**src/lii_pkg.sv**
```systemverilog
/*
 Constants, types and helper functions for the indicator latch logic.
 Assumes a 20 MHz system clock and an AXI4-Lite register bus.
*/
package lii_pkg;

   localparam int NUM_LED = 8;
   localparam int NUM_SLOT = 5;
   localparam int NUM_TRIG = 15;
   localparam int SEL_W = 4;
   localparam int NUM_PIN = NUM_TRIG + NUM_LED + 5;

   // Register map, byte addresses
   localparam logic [31:0] CFG_BASE = 32'h0000_0000;
   localparam logic [31:0] APP_BASE = 32'h0000_0020;
   localparam logic [31:0] CTRL_ADDR = 32'h0000_0040;
   localparam logic [31:0] STAT_ADDR = 32'h0000_0044;
   localparam logic [31:0] TRIG_ADDR = 32'h0000_0048;

   // Control bits
   localparam int CTRL_REMOTE_EN_BIT = 0;
   localparam int CTRL_REMOTE_ACK_BIT = 1;
   localparam logic [31:0] CTRL_RST = 32'h0000_0000;

   // Status fields
   localparam int STAT_STATE_LSB = 0;
   localparam int STAT_LATCH_LSB = 8;
   localparam int STAT_BOOT_BIT = 16;
   localparam int STAT_RELAY_BIT = 17;

   // Latch modes
   localparam logic [1:0] MODE_OFF = 2'h0;
   localparam logic [1:0] MODE_LATCH = 2'h1;
   localparam logic [1:0] MODE_LATCH_ALARM = 2'h2;

   // Appearances
   localparam logic [2:0] APP_OFF = 3'h0;
   localparam logic [2:0] APP_GREEN = 3'h1;
   localparam logic [2:0] APP_RED = 3'h2;
   localparam logic [2:0] APP_RED_FLASH = 3'h3;
   localparam logic [2:0] APP_GREEN_FLASH = 3'h4;

   // AXI responses
   localparam logic [1:0] RESP_OKAY = 2'h0;
   localparam logic [1:0] RESP_SLVERR = 2'h2;

   // Flash timing
   localparam int CLK_KHZ = 20000;
   localparam int FLASH_HALF_MS = 250;
   localparam int FLASH_HALF_CYC = FLASH_HALF_MS * CLK_KHZ;

   typedef struct packed {
      logic [4:0] rsvd;
      logic [1:0] mode;
      logic [NUM_SLOT-1:0] inv;
      logic [NUM_SLOT-1:0][SEL_W-1:0] sel;
   } lii_cfg_t;

   typedef struct packed {
      logic [25:0] rsvd;
      logic [2:0] idle;
      logic [2:0] asserted;
   } lii_app_t;

   localparam logic [31:0] CFG_MASK = 32'h07ff_ffff;
   localparam logic [31:0] APP_MASK = 32'h0000_003f;
   localparam logic [31:0] CTRL_MASK = 32'h0000_0001;

   function automatic logic slot_val(input logic [SEL_W-1:0] sel, input logic inv,
                                     input logic [NUM_TRIG-1:0] trig);
      if (sel == '0) begin
         return 1'b0;
      end
      return trig[sel - 4'h1] ^ inv;
   endfunction

   function automatic logic [31:0] apply_strb(input logic [31:0] old, input logic [31:0] wd,
                                              input logic [3:0] strb);
      logic [31:0] res;
      res = old;
      for (int b = 0; b < 4; b++) begin
         if (strb[b]) begin
            res[8*b +: 8] = wd[8*b +: 8];
         end
      end
      return res;
   endfunction

endpackage

```
**src/lii_blink.sv**
```systemverilog
/*
 Free-running flash phase generator.
 Assumes the system clock; the half period is a parameter so benches can shorten it.
*/
module lii_blink
   import lii_pkg::*;
#(
   parameter int HALF_CYC = FLASH_HALF_CYC
) (
   // Clock and reset
   input wire logic clk,
   input wire logic rst_b,
   // Phase
   output logic phase
);

   logic [31:0] cnt_ff;
   logic phase_ff;

   always_ff @(posedge clk or negedge rst_b) begin
      if (!rst_b) begin
         cnt_ff <= 32'h0;
      end else if (cnt_ff >= 32'(HALF_CYC - 1)) begin
         cnt_ff <= 32'h0;
      end else begin
         cnt_ff <= cnt_ff + 32'h1;
      end
   end

   always_ff @(posedge clk or negedge rst_b) begin
      if (!rst_b) begin
         phase_ff <= 1'b0;
      end else if (cnt_ff >= 32'(HALF_CYC - 1)) begin
         phase_ff <= ~phase_ff;
      end
   end

   assign phase = phase_ff;

endmodule

```
**src/lii_indicator.sv**
```systemverilog
/*
 One configurable indicator: slot combine, latch and colour drive.
 Assumes synchronised triggers and one-cycle acknowledge pulses.
*/
module lii_indicator
   import lii_pkg::*;
(
   // Clock and reset
   input wire logic clk,
   input wire logic rst_b,
   // Configuration
   input wire lii_cfg_t cfg,
   input wire lii_app_t app,
   // Inputs
   input wire logic [NUM_TRIG-1:0] trig,
   input wire logic blink,
   input wire logic ack_local,
   input wire logic ack_group,
   input wire logic alarm,
   // Outputs
   output logic red,
   output logic green,
   output logic state,
   output logic latched
);

   logic [NUM_SLOT-1:0] slot;
   logic [NUM_SLOT-1:0] assigned;
   logic active;
   logic latch_on;
   logic ack_any;
   logic latched_ff;
   logic red_ff;
   logic green_ff;
   logic [2:0] shown;

   for (genvar s = 0; s < NUM_SLOT; s++) begin : g_slot
      assign slot[s] = slot_val(cfg.sel[s], cfg.inv[s], trig);
      assign assigned[s] = (cfg.sel[s] != '0);
   end

   assign active = |slot;
   assign latch_on = (cfg.mode == MODE_LATCH) || (cfg.mode == MODE_LATCH_ALARM);
   assign ack_any = ack_local || ack_group ||
                    (alarm && cfg.mode == MODE_LATCH_ALARM);

   // Reset only at power-on, so firmware restarts keep the held state
   always_ff @(posedge clk or negedge rst_b) begin
      if (!rst_b) begin
         latched_ff <= 1'b0;
      end else if (!latch_on || assigned == '0) begin
         latched_ff <= 1'b0;
      end else if (active) begin
         latched_ff <= 1'b1;
      end else if (ack_any) begin
         latched_ff <= 1'b0;
      end
   end

   assign state = active || (latch_on && latched_ff);
   assign latched = latched_ff;
   assign shown = state ? app.asserted : app.idle;

   always_ff @(posedge clk or negedge rst_b) begin
      if (!rst_b) begin
         red_ff <= 1'b0;
         green_ff <= 1'b0;
      end else begin
         unique case (shown)
            APP_GREEN: begin
               red_ff <= 1'b0;
               green_ff <= 1'b1;
            end
            APP_RED: begin
               red_ff <= 1'b1;
               green_ff <= 1'b0;
            end
            APP_RED_FLASH: begin
               red_ff <= blink;
               green_ff <= 1'b0;
            end
            APP_GREEN_FLASH: begin
               red_ff <= 1'b0;
               green_ff <= blink;
            end
            default: begin
               red_ff <= 1'b0;
               green_ff <= 1'b0;
            end
         endcase
      end
   end

   assign red = red_ff;
   assign green = green_ff;

endmodule

```
**src/lii_top.sv**
```systemverilog
/*
 Front-panel indicator logic with AXI4-Lite register access.
 Assumes pins are asynchronous to clk; rst_b is the power-on reset only.
*/
// Design decisions made here: the placing of the registers and the AXI4-Lite register port.
module lii_top
   import lii_pkg::*;
#(
   parameter int FLASH_HALF = FLASH_HALF_CYC
) (
   // Clock and reset
   input wire logic clk,
   input wire logic rst_b,
   // AXI4-Lite write address
   input wire logic awvalid,
   output logic awready,
   input wire logic [31:0] awaddr,
   input wire logic [2:0] awprot,
   // AXI4-Lite write data
   input wire logic wvalid,
   output logic wready,
   input wire logic [31:0] wdata,
   input wire logic [3:0] wstrb,
   // AXI4-Lite write response
   output logic bvalid,
   input wire logic bready,
   output logic [1:0] bresp,
   // AXI4-Lite read address
   input wire logic arvalid,
   output logic arready,
   input wire logic [31:0] araddr,
   input wire logic [2:0] arprot,
   // AXI4-Lite read data
   output logic rvalid,
   input wire logic rready,
   output logic [31:0] rdata,
   output logic [1:0] rresp,
   // Trigger and acknowledge pins
   input wire logic [NUM_TRIG-1:0] trig_pin,
   input wire logic [NUM_LED-1:0] led_ack_pin,
   input wire logic clear_key_pin,
   input wire logic global_indicator_clear_input,
   input wire logic prot_alarm_pin,
   // Device health pins
   input wire logic boot_done_pin,
   input wire logic int_fault_pin,
   // Indicator outputs
   output logic [NUM_LED-1:0] led_red,
   output logic [NUM_LED-1:0] led_green,
   output logic health_green,
   output logic self_supervision_relay
);

   // Pin synchronisers
   logic [NUM_PIN-1:0] pin_raw;
   logic [NUM_PIN-1:0] sync1_ff;
   logic [NUM_PIN-1:0] sync2_ff;
   logic [NUM_PIN-1:0] prev_ff;
   logic [NUM_PIN-1:0] rise;

   // Register state
   lii_cfg_t cfg_ff [NUM_LED];
   lii_app_t app_ff [NUM_LED];
   logic [31:0] ctrl_ff;
   logic remote_ack_ff;

   // Bus state
   logic aw_hold_ff;
   logic [31:0] awaddr_ff;
   logic w_hold_ff;
   logic [31:0] wdata_ff;
   logic [3:0] wstrb_ff;
   logic bvalid_ff;
   logic [1:0] bresp_ff;
   logic rvalid_ff;
   logic [31:0] rdata_ff;
   logic [1:0] rresp_ff;
   logic wr_go;
   logic [31:0] nxt_rdata;
   logic nxt_rok;

   // Indicator and health
   logic [NUM_TRIG-1:0] trig_s;
   logic [NUM_LED-1:0] led_ack_p;
   logic key_p;
   logic glob_p;
   logic alarm_p;
   logic boot_s;
   logic fault_s;
   logic ack_group;
   logic blink;
   logic [NUM_LED-1:0] led_state;
   logic [NUM_LED-1:0] led_latched;
   logic health_ff;
   logic relay_ff;

   // Register decode, shared by read and write paths
   function automatic logic addr_hit(input logic [31:0] a);
      return (a[31:7] == 25'h0 && a[1:0] == 2'h0) &&
             (a < CTRL_ADDR || a == CTRL_ADDR || a == STAT_ADDR || a == TRIG_ADDR);
   endfunction

   assign pin_raw = {int_fault_pin, boot_done_pin, prot_alarm_pin,
                     global_indicator_clear_input, clear_key_pin, led_ack_pin, trig_pin};

   always_ff @(posedge clk or negedge rst_b) begin
      if (!rst_b) begin
         sync1_ff <= '0;
         sync2_ff <= '0;
         prev_ff <= '0;
      end else begin
         sync1_ff <= pin_raw;
         sync2_ff <= sync1_ff;
         prev_ff <= sync2_ff;
      end
   end

   // Edges turn held buttons into single requests
   assign rise = sync2_ff & ~prev_ff;
   assign trig_s = sync2_ff[NUM_TRIG-1:0];
   assign led_ack_p = rise[NUM_TRIG +: NUM_LED];
   assign key_p = rise[NUM_TRIG+NUM_LED];
   assign glob_p = rise[NUM_TRIG+NUM_LED+1];
   assign alarm_p = rise[NUM_TRIG+NUM_LED+2];
   assign boot_s = sync2_ff[NUM_TRIG+NUM_LED+3];
   assign fault_s = sync2_ff[NUM_TRIG+NUM_LED+4];

   // Clear key always acts; input and remote need permission
   assign ack_group = key_p ||
                      (ctrl_ff[CTRL_REMOTE_EN_BIT] && (glob_p || remote_ack_ff));

   // Write channel
   assign awready = !aw_hold_ff && !bvalid_ff;
   assign wready = !w_hold_ff && !bvalid_ff;
   assign wr_go = aw_hold_ff && w_hold_ff && !bvalid_ff;
   assign bvalid = bvalid_ff;
   assign bresp = bresp_ff;

   always_ff @(posedge clk or negedge rst_b) begin
      if (!rst_b) begin
         aw_hold_ff <= 1'b0;
         awaddr_ff <= 32'h0;
      end else if (awvalid && awready) begin
         aw_hold_ff <= 1'b1;
         awaddr_ff <= awaddr;
      end else if (wr_go) begin
         aw_hold_ff <= 1'b0;
      end
   end

   always_ff @(posedge clk or negedge rst_b) begin
      if (!rst_b) begin
         w_hold_ff <= 1'b0;
         wdata_ff <= 32'h0;
         wstrb_ff <= 4'h0;
      end else if (wvalid && wready) begin
         w_hold_ff <= 1'b1;
         wdata_ff <= wdata;
         wstrb_ff <= wstrb;
      end else if (wr_go) begin
         w_hold_ff <= 1'b0;
      end
   end

   always_ff @(posedge clk or negedge rst_b) begin
      if (!rst_b) begin
         bvalid_ff <= 1'b0;
         bresp_ff <= RESP_OKAY;
      end else if (wr_go) begin
         bvalid_ff <= 1'b1;
         bresp_ff <= addr_hit(awaddr_ff) ? RESP_OKAY : RESP_SLVERR;
      end else if (bready) begin
         bvalid_ff <= 1'b0;
      end
   end

   // Configuration registers
   always_ff @(posedge clk or negedge rst_b) begin
      if (!rst_b) begin
         for (int i = 0; i < NUM_LED; i++) begin
            cfg_ff[i] <= '0;
            app_ff[i] <= '0;
         end
      end else if (wr_go && awaddr_ff[31:6] == 26'h0) begin
         for (int i = 0; i < NUM_LED; i++) begin
            if (awaddr_ff == CFG_BASE + 32'(4 * i)) begin
               cfg_ff[i] <= apply_strb(cfg_ff[i], wdata_ff, wstrb_ff) & CFG_MASK;
            end
            if (awaddr_ff == APP_BASE + 32'(4 * i)) begin
               app_ff[i] <= apply_strb(app_ff[i], wdata_ff, wstrb_ff) & APP_MASK;
            end
         end
      end
   end

   always_ff @(posedge clk or negedge rst_b) begin
      if (!rst_b) begin
         ctrl_ff <= CTRL_RST;
      end else if (wr_go && awaddr_ff == CTRL_ADDR) begin
         ctrl_ff <= apply_strb(ctrl_ff, wdata_ff, wstrb_ff) & CTRL_MASK;
      end
   end

   // Writing one to the remote bit gives a single acknowledge pulse
   always_ff @(posedge clk or negedge rst_b) begin
      if (!rst_b) begin
         remote_ack_ff <= 1'b0;
      end else begin
         remote_ack_ff <= wr_go && awaddr_ff == CTRL_ADDR && wstrb_ff[0] &&
                          wdata_ff[CTRL_REMOTE_ACK_BIT];
      end
   end

   // Read channel
   assign arready = !rvalid_ff;
   assign rvalid = rvalid_ff;
   assign rdata = rdata_ff;
   assign rresp = rresp_ff;

   always_comb begin
      nxt_rdata = 32'h0;
      nxt_rok = addr_hit(araddr);
      for (int i = 0; i < NUM_LED; i++) begin
         if (araddr == CFG_BASE + 32'(4 * i)) begin
            nxt_rdata = cfg_ff[i];
         end
         if (araddr == APP_BASE + 32'(4 * i)) begin
            nxt_rdata = app_ff[i];
         end
      end
      if (araddr == CTRL_ADDR) begin
         nxt_rdata = ctrl_ff;
      end
      if (araddr == STAT_ADDR) begin
         nxt_rdata[STAT_STATE_LSB +: NUM_LED] = led_state;
         nxt_rdata[STAT_LATCH_LSB +: NUM_LED] = led_latched;
         nxt_rdata[STAT_BOOT_BIT] = boot_s;
         nxt_rdata[STAT_RELAY_BIT] = relay_ff;
      end
      if (araddr == TRIG_ADDR) begin
         nxt_rdata[NUM_TRIG-1:0] = trig_s;
      end
   end

   always_ff @(posedge clk or negedge rst_b) begin
      if (!rst_b) begin
         rvalid_ff <= 1'b0;
         rdata_ff <= 32'h0;
         rresp_ff <= RESP_OKAY;
      end else if (arvalid && arready) begin
         rvalid_ff <= 1'b1;
         rdata_ff <= nxt_rdata;
         rresp_ff <= nxt_rok ? RESP_OKAY : RESP_SLVERR;
      end else if (rready) begin
         rvalid_ff <= 1'b0;
      end
   end

   // Flash source shared by all indicators
   lii_blink #(
      .HALF_CYC(FLASH_HALF)
   ) u_blink (
      .clk(clk),
      .rst_b(rst_b),
      .phase(blink)
   );

   for (genvar i = 0; i < NUM_LED; i++) begin : g_led
      lii_indicator u_ind (
         .clk(clk),
         .rst_b(rst_b),
         .cfg(cfg_ff[i]),
         .app(app_ff[i]),
         .trig(trig_s),
         .blink(blink),
         .ack_local(led_ack_p[i]),
         .ack_group(ack_group),
         .alarm(alarm_p),
         .red(led_red[i]),
         .green(led_green[i]),
         .state(led_state[i]),
         .latched(led_latched[i])
      );
   end

   // Health indicator and supervision relay
   always_ff @(posedge clk or negedge rst_b) begin
      if (!rst_b) begin
         health_ff <= 1'b0;
      end else begin
         health_ff <= boot_s ? 1'b1 : blink;
      end
   end

   // Relay drops on any fault so a dead device fails safe
   always_ff @(posedge clk or negedge rst_b) begin
      if (!rst_b) begin
         relay_ff <= 1'b0;
      end else begin
         relay_ff <= boot_s && !fault_s;
      end
   end

   assign health_green = health_ff;
   assign self_supervision_relay = relay_ff;

endmodule

```
**config.mk**
```make
export PLATFORM = sky130hd
export DESIGN_NAME = lii_top
export DESIGN_NICKNAME = d
export VERILOG_FILES = /design/src/lii_pkg.sv /design/src/lii_blink.sv /design/src/lii_indicator.sv /design/src/lii_top.sv
export SDC_FILE = /design/constraint.sdc
export NUM_CORES = 1
export LEC_CHECK = 0
export BUFFER_PORTS_ARGS = -buffer_cell sky130_fd_sc_hd__buf_4
export CORE_MARGIN = 5
export CORE_UTILIZATION = 45
export CTS_BUF_LIST = sky130_fd_sc_hd__clkbuf_4
export CTS_CLUSTER_DIAMETER = 200
export DETAILED_ROUTE_END_ITERATION = 10
export PLACE_DENSITY = 0.76
export SYNTH_ARGS = -nofsm -noshare
export SYNTH_HDL_FRONTEND = slang
export SYNTH_SLANG_ARGS = --single-unit
```
**constraint.sdc**
```tcl
create_clock -name clk -period 3.6 [get_ports clk]
set_input_delay 0.72 -clock clk [delete_from_list [all_inputs] [get_ports clk]]
set_output_delay 0.72 -clock clk [all_outputs]
set_load 0.05 [all_outputs]
```
==> results.txt <==
The TritonCTS sink count is 488. The setup TNS came out at 0 ns. The yosys synthesis warning count came out at 0. The met2 demand-to-capacity share in global routing came out at 44.7%. The number of enable flip-flop cells after synthesis came out at 0.

After layout, the worst path uses 96.6% of the clock period. The count of endpoints failing hold in the final timing report came out at 0. The port buffer count is 181. The max-slew violation count is 0. The initial core utilization is 45.2%.

The overall via count from detail_route came out at 25500. The post-synthesis average cell area came out at 11.3 µm². In this run the most used layer during global routing was met2. The congestion estimate from routability-driven global placement came to 1.04.

Clock-pin slew was measured on the worst setup and hold paths at 0.07 ns. Among all flip-flop cells after synthesis, the most frequent one is sky130_fd_sc_hd__dfrtp_1. The area growth from synthesis to layout is 21.2%. The tightest hold path in the finished design has a slack of 0.0828 ns. The maximum number of pins on one net before global-route repair came out at 100. The cell area after technology mapping came out at 29600 µm². STA classifies the critical path startpoint as a register.

The CTS H-tree depth came out at 4. Synthesis handed over a netlist of 2623 instances. The number of antenna violations at the first check in global routing came to 2. Synthesis instantiated 86 different standard cells from the library. Data arrives at the worst endpoint at 4.34 ns.

The row count is 94. The first-pass iteration count of the detailed router is 9. The area enclosed by the die boundary is 71000 µm².

Cells with a size suffix above 1 make up 34.9% of the layout. Max-cap violations in this run came to 0. The detail-routed net length per standard cell came out at 26.2 µm.

Setup violations remaining at the end of the flow were counted as 0. The chip height is 267 µm. The total wire length came out at 106000 µm.

In the post-synthesis netlist, the biggest area contributors are sky130_fd_sc_hd__dfrtp_1, sky130_fd_sc_hd__mux2_2, sky130_fd_sc_hd__mux4_2, sky130_fd_sc_hd__mux2i_1, sky130_fd_sc_hd__xnor2_1. The critical path is of the register to register type. The placed cell area is 33200 µm². Buffers added to address setup during post-CTS repair amount to 0. Before CTS, the worst setup slack after placement is 0.0765 ns. In this run the static leakage power is 0.0157 µW. At the worst endpoint, the required time is 4.47 ns.

For met3 alone, demand over resource in global routing was 8.65%. The total of flip-flops plus latches after synthesis came out at 488. The latest clock arrival within the worst-skew pair is 1.02 ns. The post-route standard cell area excluding fillers is 35900 µm².

From left edge to right edge, the die measures 267 µm. The actual slew at the worst max-slew pin came out at 1.08 ns. The largest vdd supply drop is 0.613 mV. The count of pins on the block boundary is 200. The number of design-rule violations left by the first detailed-router iteration is 3592. The power density relative to cell area is 392 nW/µm². Setup repair after global routing left no endpoint under its margin.

After detailed routing, the number of vias per cell comes to 6.32. Once detailed placement completed, the half-perimeter wirelength came to 74600 µm. After synthesis, flip-flops and latches occupy 41.2% of the total area. STA classifies the critical path endpoint as a register.

The number of nets with antenna violations after routing came out at 0. The type of the most critical hold path is input pin to register. The root cell of the clock tree is sky130_fd_sc_hd__clkbuf_4. The top cell type by area accounts for 41.2% of the synthesized area. Summed over all layers, the global routing overflow is 0.

TritonCTS built the clock tree. The relative slew slack is 28.1%. The global-route usage over all layers came out at 29.2%. The slack of the critical path is 0.122 ns. The fraction of synthesis flops using an asynchronous set or reset pin came out at 100%. The maximum buffer depth of the clock tree is 3. The number of clock buffers added by TritonCTS is 141. The wire length of the first global-routing pass is 158000 µm.

The run finished with clean final reports. The final layout net count is 3274. The setup skew after layout is 0.0727 ns.

For this run, design rule violations remaining after detail routing come to 0. Summed over all instances, the cell type with the most area after synthesis is sky130_fd_sc_hd__dfrtp_1. The top fanout value on the critical path came out at 9. The standard cell core area came out at 65500 µm².

The upper clock frequency limit came out at 288 MHz. The shortest clock period the worst path allows after layout came out at 3.48 ns. The number of global-route vias before repair is 25300. The final total power is 14100 µW. In the global route stage, met1 resource usage came out at 37.9%.
==> critical path, stage by stage, from the launching register on <==
cell and delay, ns:
sky130_fd_sc_hd__dfrtp_2 0.55, sky130_fd_sc_hd__buf_4 0.22, sky130_fd_sc_hd__buf_4 0.16, sky130_fd_sc_hd__mux4_2 0.47, sky130_fd_sc_hd__nand2b_1 0.15, sky130_fd_sc_hd__a31oi_1 0.22
sky130_fd_sc_hd__buf_4 0.17, sky130_fd_sc_hd__xor2_1 0.28, sky130_fd_sc_hd__o22ai_1 0.18, sky130_fd_sc_hd__nor3_2 0.22, sky130_fd_sc_hd__buf_4 0.21, sky130_fd_sc_hd__mux2_1 0.33
sky130_fd_sc_hd__a22oi_1 0.18
==> timing repair <==
action | CTS | global route
hold buffers | 96 | 0
gates resized for setup | 1 | 10
endpoints found under the setup margin | 2 | 9
hold endpoints to repair | 157 | 0
==> layout make-up <==
cell class              count  area, µm²
diodes                      3       7.51
multi-input cells        1832      16100
clock buffers             194       1460
inverters                 125        469
repair buffers            496       4280
clock inverters            36        270
fillers                  5523      29600
flip-flops and latches    488      12200
well taps                 864       1080
==> registers in the layout, summed over array words and instances (netlist names), 4 cells and up <==
name and cells:
g_led.u_ind.green 8, app_ff 48, rdata 27, awaddr_ff 32
sync1_ff 28, g_led.u_ind.latched 8, g_led.u_ind.red 8, cfg_ff 216
wstrb_ff 4, prev_ff 11, wdata_ff 27, u_blink.cnt_ff 32
sync2_ff 28
==> synthesized netlist by cell type (all sizes together) (11+ instances only) <==
master	instances
nor4	25
o21ai	94
mux2i	115
or4	17
ha	49
o311ai	11
and2	11
inv	125
xor2	54
clkbuf	110
nand4	19
nand2b	18
a221oi	22
o22ai	24
o21a	11
a211oi	15
nand3	45
or3	13
a22o	19
nand2	144
nor3b	24
nor3	50
or3b	14
a222oi	22
and3	19
a22oi	38
xnor2	78
mux2	351
nor2	140
a21oi	46
a31oi	40
dfrtp	488
nor2b	30
buf	83
o31ai	27
mux4	121
==> per-stage QoR <==
stage | util [%] | std cells
global placement | 50.6 | 3709
detailed placement | 50.6 | 3709
floorplan | - | 2638
global route | 54.8 | 4037
CTS | 54.7 | 4035
finish | 54.8 | 4038
==> cell families (layout without fill, tap and decap cells) <==
| group | Yosys count | in the layout | synth area share (%) |
|---|---|---|---|
| and+or+nand+nor | 604 | 604 | 10.6 |
| buffers and inverters | 318 | 851 | 4.83 |
| adders and majority gates | 49 | 49 | 2.07 |
| muxes | 587 | 587 | 26.7 |
| xor gates and xnor gates | 132 | 132 | 3.93 |
| other | 1 | 19 | 0.0127 |
| DFF | 488 | 488 | 41.2 |
| AOI/OAI and AO/OA | 444 | 444 | 10.6 |
==> where the power goes <==
group / internal [µW] / total [µW] / leakage [µW] / switching (µW)
logic: 869 / 1820 / 0.00825 / 948
clock network: 2710 / 5240 / 0.00102 / 2530
registers: 5920 / 7030 / 0.00646 / 1110
==> routing by layer <==
layer | routed length, µm | vias to the layer above
li1 | - | 10800
met1 | 39400 | 12500
met2 | 47100 | 1777
met3 | 12700 | 400
met4 | 6510 | 2
met5 | 13 | -
==> final timing paths <==
kind	from	endpoint	slack [ns]	cells after the start
setup / recovery	sync2_ff[8]$_DFF_PN0_	g_led[3].u_ind.red$_DFF_PN0_	0.12	12
hold / removal	araddr[6]	rresp[1]$_DFFE_PN0P_	0.08	3
setup reg to reg	sync2_ff[8]$_DFF_PN0_	g_led[3].u_ind.red$_DFF_PN0_	0.12	12
hold reg to reg	sync1_ff[3]$_DFF_PN0_	sync2_ff[3]$_DFF_PN0_	0.34	0
max in group asynchronous	rst_b	sync2_ff[19]$_DFF_PN0_	2.26	3
min in group asynchronous	rst_b	g_led[5].u_ind.green$_DFF_PN0_	0.33	2
==> placed cells by master, fill, tap and decap left out, types with 20 or more instances in the layout <==
| cell | count |
|---|---|
| sky130_fd_sc_hd__nand2_1 | 143 |
| sky130_fd_sc_hd__dlygate4sd3_1 | 96 |
| sky130_fd_sc_hd__nor2_1 | 139 |
| sky130_fd_sc_hd__ha_1 | 49 |
| sky130_fd_sc_hd__mux2_2 | 340 |
| sky130_fd_sc_hd__o21ai_0 | 80 |
| sky130_fd_sc_hd__clkbuf_4 | 194 |
| sky130_fd_sc_hd__mux2i_1 | 115 |
| sky130_fd_sc_hd__a21oi_1 | 46 |
| sky130_fd_sc_hd__inv_1 | 124 |
| sky130_fd_sc_hd__nand3_1 | 44 |
| sky130_fd_sc_hd__o22ai_1 | 24 |
| sky130_fd_sc_hd__mux4_2 | 102 |
| sky130_fd_sc_hd__xor2_1 | 54 |
| sky130_fd_sc_hd__xnor2_1 | 75 |
| sky130_fd_sc_hd__a22oi_1 | 38 |
| sky130_fd_sc_hd__buf_12 | 25 |
| sky130_fd_sc_hd__nor3_1 | 46 |
| sky130_fd_sc_hd__a31oi_1 | 39 |
| sky130_fd_sc_hd__nor4_1 | 20 |
| sky130_fd_sc_hd__buf_4 | 374 |
| sky130_fd_sc_hd__dfrtp_1 | 486 |
| sky130_fd_sc_hd__a222oi_1 | 22 |
| sky130_fd_sc_hd__nor2b_1 | 30 |
| sky130_fd_sc_hd__o31ai_1 | 27 |
| sky130_fd_sc_hd__nor3b_1 | 24 |
(Power assumes the default switching activity.)
